<file path="src/include/dpr_pkg.sv">
/*
 * Constants, field positions, command codes and carrier types of the
 * DMA programming and read-back port.
 * Assumes one 10 MHz system clock and an active-low asynchronous reset.
 */
// Operation
// - Host input cycles to the port return read-back register contents.
// - Reads run status, byte count lo/hi, port A lo/hi, port B lo/hi.
// - Registers excluded by the read mask are skipped.
// - Initiate-read or read-status command restarts the masked sequence.
// - Load copies start address only into the source port counter.
// - Each block moves one byte more than the block length.
// - Transfer group bits 3..6 announce address and length bytes.
// - Port A group: bit 3 I/O, bit 4 increment, 5 fixed, 6 timing.
// - Port B group decodes the same fields as port A.
// - Mode group: bits 6..5 mode, 4 interrupt, 3 and 2 port B bytes.
// - Ready group: bit 3 ready high, 4 wait states, 5 auto restart.
// - Command CF loads source counter and clears the byte counter.
// - Command 87 enables transfers.
// - Every written byte other than command 87 disables the device until enabled again.
// - Reset leaves the device disabled with no transfers.
package dpr_pkg;
   localparam logic [7:0] CMD_LOAD = 8'hCF;
   localparam logic [7:0] CMD_ENABLE = 8'h87;
   localparam logic [7:0] CMD_INIT_RD = 8'hA7;
   localparam logic [7:0] CMD_RD_STAT = 8'hBF;
   localparam logic [7:0] CMD_SET_MASK = 8'hBB;
   localparam logic [7:0] CMD_RESET = 8'hC3;
   localparam logic [2:0] GRP_A_CFG = 3'h4;
   localparam logic [2:0] GRP_B_CFG = 3'h0;
   localparam logic [2:0] GRP_RDY = 3'h2;
   localparam logic [1:0] GRP_XFER = 2'h1;
   localparam logic [1:0] GRP_MODE = 2'h1;
   localparam logic [1:0] GRP_CMD = 2'h3;
   localparam logic [1:0] GRP_MATCH = 2'h0;
   localparam int B_HI = 7;
   localparam int B_DIR = 2;
   localparam int B_IO = 3;
   localparam int B_INC = 4;
   localparam int B_FIX = 5;
   localparam int B_TIM = 6;
   localparam int B_RDYH = 3;
   localparam int B_WAIT = 4;
   localparam int B_AUTO = 5;
   localparam int PEND_W = 9;
   localparam logic [3:0] P_PAL = 4'h0;
   localparam logic [3:0] P_PAH = 4'h1;
   localparam logic [3:0] P_BLL = 4'h2;
   localparam logic [3:0] P_BLH = 4'h3;
   localparam logic [3:0] P_PBL = 4'h4;
   localparam logic [3:0] P_PBH = 4'h5;
   localparam logic [3:0] P_DR0 = 4'h6;
   localparam logic [3:0] P_DR1 = 4'h7;
   localparam logic [3:0] P_MSK = 4'h8;
   localparam logic [2:0] RB_STAT = 3'h0;
   localparam logic [2:0] RB_LAST = 3'h6;
   localparam logic [6:0] RMASK_RST = 7'h7F;
   localparam logic [15:0] ADDR_RST = 16'h0000;
   localparam logic [1:0] MODE_RST = 2'h0;

   typedef struct packed {
      logic io;
      logic fixed;
      logic inc;
   } dpr_port_mode_type;

   typedef struct packed {
      logic cs_n;
      logic iorq_n;
      logic rd_n;
      logic wr_n;
      logic rdy;
      logic [7:0] data;
   } dpr_host_type;

   localparam dpr_port_mode_type PMODE_RST = 3'h1;
   localparam dpr_host_type HOST_RST = 13'h1E00;
endpackage : dpr_pkg

</file>
<file path="src/rtl/dpr_readback_port.sv">
/*
 * Programming decoder, read-back sequencer and simple transfer counter
 * of a single-channel DMA controller addressed as an I/O port.
 * Assumes host pins are asynchronous and held for several clock cycles.
 */
`timescale 1ns/1ps
module dpr_readback_port (
   input wire logic sys_clk_i,
   input wire logic nrst_i,
   input wire logic cs_n_i,
   input wire logic iorq_n_i,
   input wire logic rd_n_i,
   input wire logic wr_n_i,
   input wire logic [7:0] data_i,
   input wire logic ready_i,
   output logic [7:0] data_o,
   output logic data_oe_o,
   output logic enabled_o,
   output logic xfer_o,
   output logic a_to_b_o,
   output logic [1:0] xfer_mode_o,
   output logic wait_en_o,
   output logic [15:0] port_a_addr_o,
   output logic [15:0] port_b_addr_o
);

   // ==========================================================
   // Helpers
   function automatic logic [2:0] next_idx(input logic [2:0] cur,
                                          input logic [6:0] mask);
      logic [2:0] idx;
      logic found;
      next_idx = cur;
      idx = cur;
      found = 1'b0;
      for (int i = 0; i < 7; i++) begin
         idx = (idx == dpr_pkg::RB_LAST) ? 3'h0 : 3'(idx + 3'h1);
         if (mask[idx] && !found) begin
            next_idx = idx;
            found = 1'b1;
         end
      end
   endfunction : next_idx

   function automatic logic [15:0] step(input logic [15:0] a,
                                        input dpr_pkg::dpr_port_mode_type m);
      if (m.fixed) begin
         step = a;
      end else if (m.inc) begin
         step = a + 16'h0001;
      end else begin
         step = a - 16'h0001;
      end
   endfunction : step

   function automatic logic [3:0] low_bit(input logic [8:0] p);
      low_bit = 4'h0;
      for (int i = dpr_pkg::PEND_W - 1; i >= 0; i--) begin
         if (p[i]) begin
            low_bit = 4'(i);
         end
      end
   endfunction : low_bit

   // ==========================================================
   // Pin synchronisers
   dpr_pkg::dpr_host_type s1;
   dpr_pkg::dpr_host_type s2;
   logic wr_prev;
   logic rd_prev;
   logic wr_act;
   logic rd_act;
   logic wr_stb;
   logic rd_beg;
   logic rd_end;
   logic [7:0] wdat;

   always_ff @(posedge sys_clk_i or negedge nrst_i) begin
      if (!nrst_i) begin
         s1 <= dpr_pkg::HOST_RST;
         s2 <= dpr_pkg::HOST_RST;
         wr_prev <= 1'b0;
         rd_prev <= 1'b0;
      end else begin
         s1 <= '{cs_n_i, iorq_n_i, rd_n_i, wr_n_i, ready_i, data_i};
         s2 <= s1;
         wr_prev <= wr_act;
         rd_prev <= rd_act;
      end
   end

   assign wr_act = !s2.cs_n && !s2.iorq_n && !s2.wr_n;
   assign rd_act = !s2.cs_n && !s2.iorq_n && !s2.rd_n;
   // Data is taken in the same cycle as the strobe settles, so it has had the
   // same two-stage settling as the strobe itself.
   assign wr_stb = wr_act && !wr_prev;
   assign rd_beg = rd_act && !rd_prev;
   assign rd_end = !rd_act && rd_prev;
   assign wdat = s2.data;

   // ==========================================================
   // Programming, read-back and transfer state
   logic enabled, next_enabled, xfer, next_xfer, dir, next_dir;
   logic rdy_high, next_rdy_high, wait_en, next_wait_en;
   logic auto_rs, next_auto_rs, end_blk, next_end_blk;
   logic xferred, next_xferred, oe, next_oe;
   logic [1:0] mode, next_mode;
   logic [15:0] pa_start, next_pa_start, pb_start, next_pb_start;
   logic [15:0] pa_cnt, next_pa_cnt, pb_cnt, next_pb_cnt;
   logic [15:0] blk_len, next_blk_len, byte_cnt, next_byte_cnt;
   dpr_pkg::dpr_port_mode_type pa_mode, next_pa_mode;
   dpr_pkg::dpr_port_mode_type pb_mode, next_pb_mode;
   logic [8:0] pend, next_pend;
   logic [6:0] rmask, next_rmask;
   logic [2:0] ptr, next_ptr;
   logic [7:0] rdata, next_rdata, rb, status;
   logic rdy_act;

   assign rdy_act = (s2.rdy == rdy_high);
   assign status = {2'b00, !end_blk, 3'b000, rdy_act, xferred};

   always_comb begin
      unique case (ptr)
         3'h0: rb = status;
         3'h1: rb = byte_cnt[7:0];
         3'h2: rb = byte_cnt[15:8];
         3'h3: rb = pa_cnt[7:0];
         3'h4: rb = pa_cnt[15:8];
         3'h5: rb = pb_cnt[7:0];
         3'h6: rb = pb_cnt[15:8];
         default: rb = 8'h00;
      endcase
   end

   always_comb begin
      next_enabled = enabled;
      next_xfer = 1'b0;
      next_dir = dir;
      next_rdy_high = rdy_high;
      next_wait_en = wait_en;
      next_auto_rs = auto_rs;
      next_end_blk = end_blk;
      next_xferred = xferred;
      next_mode = mode;
      next_pa_start = pa_start;
      next_pb_start = pb_start;
      next_pa_cnt = pa_cnt;
      next_pb_cnt = pb_cnt;
      next_blk_len = blk_len;
      next_byte_cnt = byte_cnt;
      next_pa_mode = pa_mode;
      next_pb_mode = pb_mode;
      next_pend = pend;
      next_rmask = rmask;
      next_ptr = ptr;
      next_oe = rd_act;
      next_rdata = rd_beg ? rb : rdata;
      if (rd_end) begin
         next_ptr = next_idx(ptr, rmask);
      end
      if (wr_stb) begin
         next_enabled = 1'b0;
         if (pend != '0) begin
            next_pend[low_bit(pend)] = 1'b0;
            unique case (low_bit(pend))
               dpr_pkg::P_PAL: next_pa_start[7:0] = wdat;
               dpr_pkg::P_PAH: next_pa_start[15:8] = wdat;
               dpr_pkg::P_BLL: next_blk_len[7:0] = wdat;
               dpr_pkg::P_BLH: next_blk_len[15:8] = wdat;
               dpr_pkg::P_PBL: next_pb_start[7:0] = wdat;
               dpr_pkg::P_PBH: next_pb_start[15:8] = wdat;
               dpr_pkg::P_MSK: next_rmask = wdat[6:0];
               default: ;
            endcase
         end else if (!wdat[dpr_pkg::B_HI]) begin
            if (wdat[2:0] == dpr_pkg::GRP_A_CFG) begin
               next_pa_mode = '{wdat[dpr_pkg::B_IO], wdat[dpr_pkg::B_FIX],
                                wdat[dpr_pkg::B_INC]};
               next_pend[dpr_pkg::P_DR0] = wdat[dpr_pkg::B_TIM];
            end else if (wdat[2:0] == dpr_pkg::GRP_B_CFG) begin
               next_pb_mode = '{wdat[dpr_pkg::B_IO], wdat[dpr_pkg::B_FIX],
                                wdat[dpr_pkg::B_INC]};
               next_pend[dpr_pkg::P_DR0] = wdat[dpr_pkg::B_TIM];
            end else begin
               // Search codes leave the direction unchanged, as only transfer codes set it; their trailing
               // bytes are still consumed so the stream stays in step.
               if (wdat[1:0] == dpr_pkg::GRP_XFER) begin
                  next_dir = wdat[dpr_pkg::B_DIR];
               end
               next_pend[3:0] = wdat[6:3];
            end
         end else if (wdat[1:0] == dpr_pkg::GRP_MODE) begin
            next_mode = wdat[6:5];
            next_pend[dpr_pkg::P_PBL] = wdat[2];
            next_pend[dpr_pkg::P_PBH] = wdat[3];
            next_pend[dpr_pkg::P_DR1] = wdat[4];
         end else if (wdat[2:0] == dpr_pkg::GRP_RDY) begin
            next_rdy_high = wdat[dpr_pkg::B_RDYH];
            next_wait_en = wdat[dpr_pkg::B_WAIT];
            next_auto_rs = wdat[dpr_pkg::B_AUTO];
         end else if (wdat[1:0] == dpr_pkg::GRP_MATCH) begin
            next_pend[dpr_pkg::P_DR0] = wdat[3];
            next_pend[dpr_pkg::P_DR1] = wdat[4];
         end else begin
            unique case (wdat)
               dpr_pkg::CMD_LOAD: begin
                  if (dir) begin
                     next_pa_cnt = pa_start;
                  end else begin
                     next_pb_cnt = pb_start;
                  end
                  next_byte_cnt = '0;
                  next_end_blk = 1'b0;
                  next_xferred = 1'b0;
               end
               dpr_pkg::CMD_ENABLE: next_enabled = 1'b1;
               dpr_pkg::CMD_INIT_RD,
               dpr_pkg::CMD_RD_STAT: begin
                  next_ptr = next_idx(dpr_pkg::RB_LAST, rmask);
               end
               dpr_pkg::CMD_SET_MASK: next_pend[dpr_pkg::P_MSK] = 1'b1;
               dpr_pkg::CMD_RESET: begin
                  next_rdy_high = 1'b0;
                  next_wait_en = 1'b0;
                  next_auto_rs = 1'b0;
                  next_pend = '0;
               end
               default: ;
            endcase
         end
      end else if (enabled && rdy_act) begin
         next_xfer = 1'b1;
         next_xferred = 1'b1;
         next_pa_cnt = step(pa_cnt, pa_mode);
         next_pb_cnt = step(pb_cnt, pb_mode);
         next_byte_cnt = byte_cnt + 16'h0001;
         // The byte whose count equals the length is the last, giving
         // length plus one bytes per block.
         if (byte_cnt == blk_len) begin
            next_end_blk = 1'b1;
            if (auto_rs) begin
               next_pa_cnt = pa_start;
               next_pb_cnt = pb_start;
               next_byte_cnt = '0;
            end else begin
               next_enabled = 1'b0;
            end
         end
      end
   end

   always_ff @(posedge sys_clk_i or negedge nrst_i) begin
      if (!nrst_i) begin
         enabled <= 1'b0;
         xfer <= 1'b0;
         dir <= 1'b1;
         rdy_high <= 1'b0;
         wait_en <= 1'b0;
         auto_rs <= 1'b0;
         end_blk <= 1'b0;
         xferred <= 1'b0;
         oe <= 1'b0;
         mode <= dpr_pkg::MODE_RST;
         pa_start <= dpr_pkg::ADDR_RST;
         pb_start <= dpr_pkg::ADDR_RST;
         pa_cnt <= dpr_pkg::ADDR_RST;
         pb_cnt <= dpr_pkg::ADDR_RST;
         blk_len <= dpr_pkg::ADDR_RST;
         byte_cnt <= dpr_pkg::ADDR_RST;
         pa_mode <= dpr_pkg::PMODE_RST;
         pb_mode <= dpr_pkg::PMODE_RST;
         pend <= '0;
         rmask <= dpr_pkg::RMASK_RST;
         ptr <= dpr_pkg::RB_STAT;
         rdata <= 8'h00;
      end else begin
         enabled <= next_enabled;
         xfer <= next_xfer;
         dir <= next_dir;
         rdy_high <= next_rdy_high;
         wait_en <= next_wait_en;
         auto_rs <= next_auto_rs;
         end_blk <= next_end_blk;
         xferred <= next_xferred;
         oe <= next_oe;
         mode <= next_mode;
         pa_start <= next_pa_start;
         pb_start <= next_pb_start;
         pa_cnt <= next_pa_cnt;
         pb_cnt <= next_pb_cnt;
         blk_len <= next_blk_len;
         byte_cnt <= next_byte_cnt;
         pa_mode <= next_pa_mode;
         pb_mode <= next_pb_mode;
         pend <= next_pend;
         rmask <= next_rmask;
         ptr <= next_ptr;
         rdata <= next_rdata;
      end
   end

   assign data_o = rdata;
   assign data_oe_o = oe;
   assign enabled_o = enabled;
   assign xfer_o = xfer;
   assign a_to_b_o = dir;
   assign xfer_mode_o = mode;
   assign wait_en_o = wait_en;
   assign port_a_addr_o = pa_cnt;
   assign port_b_addr_o = pb_cnt;

   // ==========================================================
   // Assertions
   logic cmd_ok;
   assign cmd_ok = wr_stb && pend == '0;

   property p_rd_data;
      @(posedge sys_clk_i) disable iff (!nrst_i)
      rd_beg |=> data_oe_o && data_o == $past(rb);
   endproperty
   a_rd_data: assert property (p_rd_data)
      else $error("read data not presented");

   property p_order;
      @(posedge sys_clk_i) disable iff (!nrst_i)
      rd_end && !wr_stb |=> ptr == next_idx($past(ptr), $past(rmask));
   endproperty
   a_order: assert property (p_order)
      else $error("read pointer out of order");

   property p_mask;
      @(posedge sys_clk_i) disable iff (!nrst_i)
      rd_end && !wr_stb && rmask != '0 |=> rmask[ptr];
   endproperty
   a_mask: assert property (p_mask)
      else $error("pointer on masked register");

   property p_init;
      @(posedge sys_clk_i) disable iff (!nrst_i)
      cmd_ok && (wdat == dpr_pkg::CMD_INIT_RD || wdat == dpr_pkg::CMD_RD_STAT)
      |=> ptr == next_idx(dpr_pkg::RB_LAST, rmask);
   endproperty
   a_init: assert property (p_init)
      else $error("read sequence not restarted");

   property p_load;
      @(posedge sys_clk_i) disable iff (!nrst_i)
      cmd_ok && wdat == dpr_pkg::CMD_LOAD && dir
      |=> pa_cnt == $past(pa_start) && $stable(pb_cnt) && byte_cnt == '0;
   endproperty
   a_load: assert property (p_load)
      else $error("load touched wrong counter");

   property p_blk;
      @(posedge sys_clk_i) disable iff (!nrst_i)
      enabled && rdy_act && !wr_stb && !auto_rs && byte_cnt == blk_len
      |=> !enabled_o ##1 !xfer_o;
   endproperty
   a_blk: assert property (p_blk)
      else $error("block did not stop after length plus one");

   property p_en;
      @(posedge sys_clk_i) disable iff (!nrst_i)
      cmd_ok && wdat == dpr_pkg::CMD_ENABLE |=> enabled_o;
   endproperty
   a_en: assert property (p_en)
      else $error("enable command ignored");

   property p_dis;
      @(posedge sys_clk_i) disable iff (!nrst_i)
      wr_stb && !(pend == '0 && wdat == dpr_pkg::CMD_ENABLE)
      |=> !enabled_o ##1 !xfer_o;
   endproperty
   a_dis: assert property (p_dis)
      else $error("write did not disable");

   property p_idle;
      @(posedge sys_clk_i) disable iff (!nrst_i)
      xfer_o |-> $past(enabled);
   endproperty
   a_idle: assert property (p_idle)
      else $error("transfer while disabled");

   c_rd: cover property (@(posedge sys_clk_i) rd_end ##[1:40] rd_end);
   c_load: cover property (@(posedge sys_clk_i)
                           cmd_ok && wdat == dpr_pkg::CMD_LOAD);
   c_blk: cover property (@(posedge sys_clk_i) xfer_o ##1 !enabled_o);
   c_wrap: cover property (@(posedge sys_clk_i)
                           rd_end ##1 ptr == dpr_pkg::RB_STAT);
endmodule : dpr_readback_port

</file>
<file path="config.mk">
export PLATFORM = sky130hd
export DESIGN_NAME = dpr_readback_port
export DESIGN_NICKNAME = d
export VERILOG_FILES = /design/src/include/dpr_pkg.sv /design/src/rtl/dpr_readback_port.sv
export SDC_FILE = /design/constraint.sdc
export NUM_CORES = 1
export LEC_CHECK = 0
export CAP_MARGIN = 5
export CORE_MARGIN = 2
export CORE_UTILIZATION = 50
export CTS_CLUSTER_DIAMETER = 30
export CTS_CLUSTER_SIZE = 24
export DETAILED_ROUTE_END_ITERATION = 10
export DONT_BUFFER_PORTS = 1
export PLACE_DENSITY = 0.74
export SYNTH_ARGS = -nofsm -noshare
export SYNTH_HDL_FRONTEND = slang
export SYNTH_SLANG_ARGS = --single-unit
</file>
<file path="constraint.sdc">
create_clock -name sys_clk_i -period 4 [get_ports sys_clk_i]
set_clock_uncertainty 0.15 [all_clocks]
set_input_delay 0 -clock sys_clk_i [delete_from_list [all_inputs] [get_ports sys_clk_i]]
set_output_delay 0 -clock sys_clk_i [all_outputs]
set_load 0.01 [all_outputs]
</file>
==> results.py, run 1 <==
metrics = {
    "timing": {
        "slew_worst_pin_ps": 891,
        "rsz_0062_raised_after_global_routing": "no",
        "final_layout_worst_hold_slack_ps": -7.86,
        "setup_viol_count_final": 0,
        "layout_worst_path_cycle_share_pct": 90.2,
        "finalWorstPathRequiredPeriod_ps": 3610,
        "report.final.hold_viol_count": 2,
        "setup-tns-final_ps": 0,
        "maxSlewHeadroom_pct": 40.6,
        "timing.fmax_ghz": 0.277,
        "slew_violations": 0,
    },
    "global_routing": {
        "via_count_of_the_first_global_routing_pass": 8381,
        "grt_first_pass_wirelength_um": 45300,
        "gr-total-overflow": 0,
        "maximum_number_of_pins_on_one_net_before_global_route_repair": 166,
        "initial_antenna_violation_count": 0,
        "global_route.usage.total_pct": 26.8,
    },
    "floorplan": {
        "std_cell_rows": 51,
        "design.die.area_um2": 21100,
        "die-height_um": 145,
        "coreArea_um2": 19500,
        "floorplan.initialDensity_pct": 51.1,
        "die_width_um": 145,
        "io-pin-count": 62,
    },
    "critical_path": {
        "critPathKind": "reg -> reg",
        "timing.critical_path.fanout_max": 14,
        "critPathLaunchType": "flip-flop",
        "required_ps": 4160,
        "timing.critical_path.arrival_ps": 3770,
        "r2r_cells": 13,
        "crit_path_end_kind": "flip-flop",
    },
    "layout": {
        "area_growth_pct": 12.3,
        "design.final.nets": 1108,
        "design_area_um2": 11200,
        "fraction_of_final_layout_cells_with_drive_strength_greater_than_1_pct": 16.0,
        "n_antenna_cell": 0,
    },
    "routing": {
        "drt-wirelength-per-cell_um": 20.8,
        "drt.antenna.violating_nets": 0,
        "routed_wl_um": 27800,
        "dr.first_iter.drc_count": 916,
        "post_drt_via_cell_ratio": 6.36,
        "drtPass1Iterations": 6,
        "drt_drc_violations_left": 0,
        "vias": 8521,
    },
    "synthesis": {
        "async_flop_share_pct": 100,
        "ys.warnings.count": 0,
        "syn-cell-area_um2": 9980,
        "postSynth.topFlopCell": "dfrtp_1",
        "synthesis.nets": 1089,
        "yosys.cell_types.count": 85,
        "synth-edff-count": 0,
        "synth_sequential_area_ratio_pct": 41.6,
        "syn_area_per_cell_um2": 9.58,
        "synth_seq_cells": 165,
        "syn-instance-count": 1042,
    },
    "power_and_ir_drop": {
        "power_density_nw_per_um2": 696,
        "ir_worst_vdd_mv": 0.340,
        "leakage_nw": 4.87,
        "internal-power_mw": 4.65,
        "power.share.sequential_pct": 29.5,
        "power.share.clock_pct": 22.6,
        "combPwrFrac_pct": 47.9,
        "netSwitchingFraction_pct": 40.3,
        "power.net_switching_mw": 3.14,
    },
    "cts": {
        "cts.repair_timing.setup_buffer_count": 0,
        "worst_skew_pair.late_latency_ps": 430,
        "cts_max_path_buffers": 2,
        "cts-buffers-inserted": 17,
        "cts_max_level": 4,
        "cts.root.buffer_cell": "clkbuf_16",
        "tritoncts_num_sinks": 165,
        "clkTransAtPathRegs_ps": 70,
        "tritoncts": "done",
    },
    "hold_path": {
        "hp-class": "in -> async",
    },
    "placement": {
        "routability_driven_placement_congestion_ratio": 0.955,
        "place.port_buffers": 0,
        "detailed_place.area_um2": 10300,
        "post-dp-hpwl_um": 19300,
    },
    "job": {
        "max_cap_violations": 0,
    },
    "status": {
        "violations": "negative hold slack",
        "status": "finished with violations",
    },
}
## cells in the final DEF, fill, tap and decap left out, types with 19 or more instances in the layout
| cell | count |
|---|---|
| nor3_1 | 20 |
| xnor2_1 | 35 |
| ha_1 | 30 |
| o22ai_1 | 30 |
| mux2_2 | 67 |
| nand2b_1 | 19 |
| nor2_1 | 103 |
| a21oi_1 | 78 |
| o21ai_0 | 56 |
| dfrtp_1 | 147 |
| dlygate4sd3_1 | 27 |
| nand2_1 | 75 |
| buf_4 | 29 |
| nand3_1 | 24 |
| inv_1 | 23 |
## per-stage QoR
step	utilization (%)	hold slack, ps	cells	worst slack, ps	total power, mW
after floorplan	-	-446	1042	448	5.15
after global placement	52.6	-442	1279	568	5.84
after detailed placement	52.6	-442	1279	484	5.90
after CTS	57.4	136	1339	467	7.73
after global routing	57.4	153	1339	98.1	8.30
final	57.4	-7.86	1339	391	7.80
## critical path: stages, from the launching register on
cell      delay, ps
dfrtp_1         380
nand2_1         150
inv_1           100
ha_1            550
buf_4           280
nand2_1          90
a21oi_1         150
o21ai_0         200
a211oi_4        330
nor4b_2         460
o21ai_0         250
o22ai_1         200
a211o_1         140
a21oi_2          50
## final timing paths
kind | end | slack, ps | start
setup / recovery | ptr[2] | 390 | ptr[1]
hold / removal | port_a_addr_o[13] | -8 | nrst_i
setup reg to reg | ptr[2] | 390 | ptr[1]
hold reg to reg | s2[8] | 200 | s1[8]
max in group asynchronous | pend[7] | 2940 | nrst_i
min in group sys_clk_i | s2[8] | 200 | s1[8]
## repair_timing
item | in CTS | in global routing
resized for setup | 0 | 0
hold endpoints to repair | 178 | 0
hold buffers | 28 | 0
## layout make-up
class | count | area (um^2)
Fill cell | 1696 | 8320
Multi-Input combinational cell | 797 | 5490
Sequential cell | 165 | 4150
Timing Repair Buffer | 57 | 515
Clock buffer | 21 | 460
Tap cell | 265 | 332
Clock inverter | 11 | 174
Inverter | 23 | 86.3
## cell usage after synthesis (5+ instances only)
cell | instances | area [um^2]
dfrtp_1 | 147 | 3680
nor2_1 | 103 | 387
a21oi_1 | 79 | 395
nand2_1 | 75 | 282
mux2_2 | 67 | 754
o21ai_0 | 56 | 280
clkbuf_1 | 36 | 135
xnor2_1 | 35 | 307
ha_1 | 30 | 375
o22ai_1 | 30 | 188
nand3_1 | 24 | 120
inv_1 | 23 | 86.3
nor3_1 | 20 | 100
nand2b_1 | 19 | 119
dfstp_2 | 18 | 473
nor2b_1 | 17 | 106
xor2_1 | 17 | 149
mux2i_1 | 14 | 140
buf_2 | 13 | 65.1
a21o_1 | 11 | 82.6
nand4_1 | 11 | 68.8
o21a_1 | 10 | 75.1
a22o_1 | 9 | 78.8
and2_1 | 9 | 56.3
o211ai_1 | 9 | 67.6
or3_1 | 9 | 56.3
a211oi_1 | 8 | 60.1
a221o_1 | 6 | 60.1
a31oi_1 | 6 | 37.5
and3_1 | 6 | 37.5
or4_1 | 6 | 45.0
a211o_1 | 5 | 43.8
a22oi_1 | 5 | 37.5
a32oi_1 | 5 | 43.8
nor3b_1 | 5 | 37.5
nor4_1 | 5 | 31.3
o21bai_1 | 5 | 37.5
o31a_1 | 5 | 43.8
o31ai_1 | 5 | 37.5
## logic make-up (layout without fill, tap and decap cells)
family / after synthesis / after routing / synth area share, %
fa+ha+maj: 32 / 32 / 4.16
flops: 165 / 165 / 41.6
simple gates: 332 / 332 / 16.8
compound gates: 299 / 299 / 20.2
mux: 82 / 82 / 9.07
buf+inv: 80 / 112 / 3.55
xor+xnor: 52 / 52 / 4.56
## registers in the layout (all words and copies together), names as in the netlist, 3 cells and up
register	flops
pend	9
pb_start	16
rmask	7
byte_cnt	16
s2	5
s1	13
ptr	3
port_a_addr_o	16
data_o	8
port_b_addr_o	16
blk_len	16
wdat	8
pa_start	16
## power by group through the flow
stage / Sequential, mW / Clock [mW] / Combinational (mW)
after floorplan: 2.22 / 0 / 2.93
after global placement: 2.31 / 0 / 3.53
after detailed placement: 2.32 / 0 / 3.58
after CTS: 2.29 / 1.77 / 3.66
after global routing: 2.34 / 1.84 / 4.12
final: 2.30 / 1.76 / 3.74
## routing by layer
layer,track usage (%),share of wire [%],routed length [um],vias up
met4,11.3,3.3,921,0
met1,36.4,42,11500,4158
li1,-,-,-,3893
met2,42.2,47,12900,400
met5,0,0,0,-
met3,5.22,8.6,2390,70
Power figures use the tool's default switching activity.
==> run 2, diff against run 1 <==
- CTS_BUF_LIST: not set -> sky130_fd_sc_hd__clkbuf_8
==> run 2 against run 1 <==
The flow now finishes without violations. Critical path depth did not move. Hold slack improved by 16 ps. Die area did not move. Clock power fell by 24%. Via count fell by 0.94%. Non-clock buffer count did not move. First-iteration DRC count fell by 18%. Power fell by 5.6%. Combinational power barely moved. Utilization fell by 0.98 points. Largest cell class unchanged. Largest power group unchanged.
==> results.py, run 2 (synthesis gave the netlist of run 1 again) <==
metrics = {
    "timing": {
        "slew_worst_pin_ps": 823,
        "timing.fmax_ghz": 0.274,
        "setup_viol_count_final": 0,
        "slew_violations": 0,
        "setup-tns-final_ps": 0,
        "layout_worst_path_cycle_share_pct": 91.3,
        "rsz_0062_raised_after_global_routing": "no",
        "report.final.hold_viol_count": 0,
        "finalWorstPathRequiredPeriod_ps": 3650,
        "maxSlewHeadroom_pct": 45.1,
    },
    "placement": {
        "routability_driven_placement_congestion_ratio": 0.955,
        "place.port_buffers": 0,
        "numPlacedInstances": 1279,
        "post-dp-hpwl_um": 19300,
    },
    "critical_path": {
        "crit_path_end_kind": "flip-flop",
        "crit_slowest_cell": "ha_1",
        "cp.buffers_inverters": 2,
        "path_delay_family": "compound AO/OA/AOI/OAI gates",
        "timing.critical_path.fanout_max": 14,
        "critPathLaunchType": "flip-flop",
        "timing.critical_path.arrival_ps": 3850,
        "required_ps": 4200,
        "max_stage_delay_ps": 560,
        "critPathKind": "reg -> reg",
        "crit_chain": "nand2_1 -> inv_1 -> ha_1 -> buf_4 -> nand2_1 -> a21oi_1 -> o21ai_0 -> a211oi_4 -> nor4b_2 -> o21ai_0 -> o22ai_1 -> a211o_1 -> a21oi_2",
    },
    "routing": {
        "drt-wirelength-per-cell_um": 20.4,
        "m1WireLength_um": 11300,
        "vias": 8441,
        "dr.first_iter.drc_count": 755,
        "drtPass1Iterations": 6,
        "post_drt_via_cell_ratio": 6.30,
        "drt_drc_violations_left": 0,
        "dr_wl_met2_um": 12400,
        "topRoutingLayerUsed": "met4",
        "routed_wl_um": 27300,
        "drt.antenna.violating_nets": 0,
        "route.met3.wl_um": 2540,
    },
    "global_routing": {
        "gr-total-overflow": 0,
        "maximum_number_of_pins_on_one_net_before_global_route_repair": 166,
        "grt_first_pass_wirelength_um": 44700,
        "via_count_of_the_first_global_routing_pass": 8323,
        "global_route.usage.total_pct": 26.6,
        "initial_antenna_violation_count": 0,
    },
    "cts": {
        "cts.root.buffer_cell": "clkbuf_8",
        "worst_skew_pair.late_latency_ps": 470,
        "ctsHoldBuffers": 28,
        "cts_max_level": 4,
        "clkTransAtPathRegs_ps": 90,
        "tritoncts": "done",
        "cts_max_path_buffers": 2,
        "cts-buffers-inserted": 17,
        "cts.repair_timing.setup_buffer_count": 0,
        "tritoncts_num_sinks": 165,
        "cts_repair_resize_count": 0,
    },
    "layout": {
        "most-common-layout-cells": "dfrtp_1, nor2_1, a21oi_1, nand2_1, mux2_2",
        "fillerInstances": 1736,
        "design.final.nets": 1108,
        "instances_no_fill": 1339,
        "area_growth_pct": 10.3,
        "fraction_of_final_layout_cells_with_drive_strength_greater_than_1_pct": 16.0,
        "n_antenna_cell": 0,
        "most_frequent_standard_cell_in_the_layout_excluding_fill_and_tap_cells": "dfrtp_1",
    },
    "floorplan": {
        "io-pin-count": 62,
        "std_cell_rows": 51,
        "die_width_um": 145,
        "die-height_um": 145,
        "floorplan.initialDensity_pct": 51.1,
        "coreArea_um2": 19500,
        "design.die.area_um2": 21100,
    },
    "power_and_ir_drop": {
        "p_total_mw": 7.36,
        "ir_worst_vdd_mv": 0.287,
        "leakage_nw": 4.79,
        "power_density_nw_per_um2": 668,
    },
    "job": {
        "max_cap_violations": 0,
    },
    "status": {
        "status": "completed",
    },
    "hold_path": {
        "hp-class": "in -> async",
    },
}
## run 2: worst register-to-register path: stages (launching register included)
cell	delay [ps]
dfrtp_1	380
nand2_1	150
inv_1	100
ha_1	560
buf_4	280
nand2_1	90
a21oi_1	150
o21ai_0	200
a211oi_4	340
nor4b_2	480
o21ai_0	260
o22ai_1	210
a211o_1	140
a21oi_2	50
## run 2: power breakdown
group | switching (mW) | internal, mW | total (mW)
clock network | 0.623 | 0.712 | 1.34
logic | 2.15 | 1.59 | 3.73
registers | 0.309 | 1.98 | 2.29
## run 2: metal layers
layer / up-vias / GRT usage (%)
li1: 3885 / -
met1: 4121 / 35.8
met2: 359 / 40.9
met3: 76 / 6.35
met4: 0 / 12.1
met5: - / 0
## run 2: path summary, 6_finish.rpt
kind	from	to	slack [ps]	depth (start not counted)
worst min register to register	s1[3]	wdat[3]	200	0
max in group asynchronous	nrst_i	wdat[4]	3050	2
worst max-delay path	ptr[1]	ptr[2]	350	13
worst max register to register	ptr[1]	ptr[2]	350	13
min in group sys_clk_i	s1[3]	wdat[3]	200	0
worst min-delay path	nrst_i	port_a_addr_o[13]	8	2
## run 2: area by class of cell
class	instances	area [um^2]	share of cell area, %
timing repair buffer	57	515	4.68
sequential	165	4150	37.7
inverter	23	86.3	0.784
clock buffer	19	262	2.37
multi-input combinational	797	5490	49.8
clock inverter	13	181	1.65
tap	265	332	3.01
## run 2: per-stage QoR
| step | hold WS, ps | util [%] | area, um^2 | setup WS [ps] |
|---|---|---|---|---|
| final | 8.09 | 56.4 | 11000 | 347 |
| after floorplan | -446 | - | 9980 | 448 |
| after global placement | -442 | 52.6 | 10300 | 568 |
| after detailed placement | -442 | 52.6 | 10300 | 484 |
| after CTS | 82.0 | 56.4 | 11000 | 464 |
| after global routing | 95.9 | 56.4 | 11000 | 92.1 |
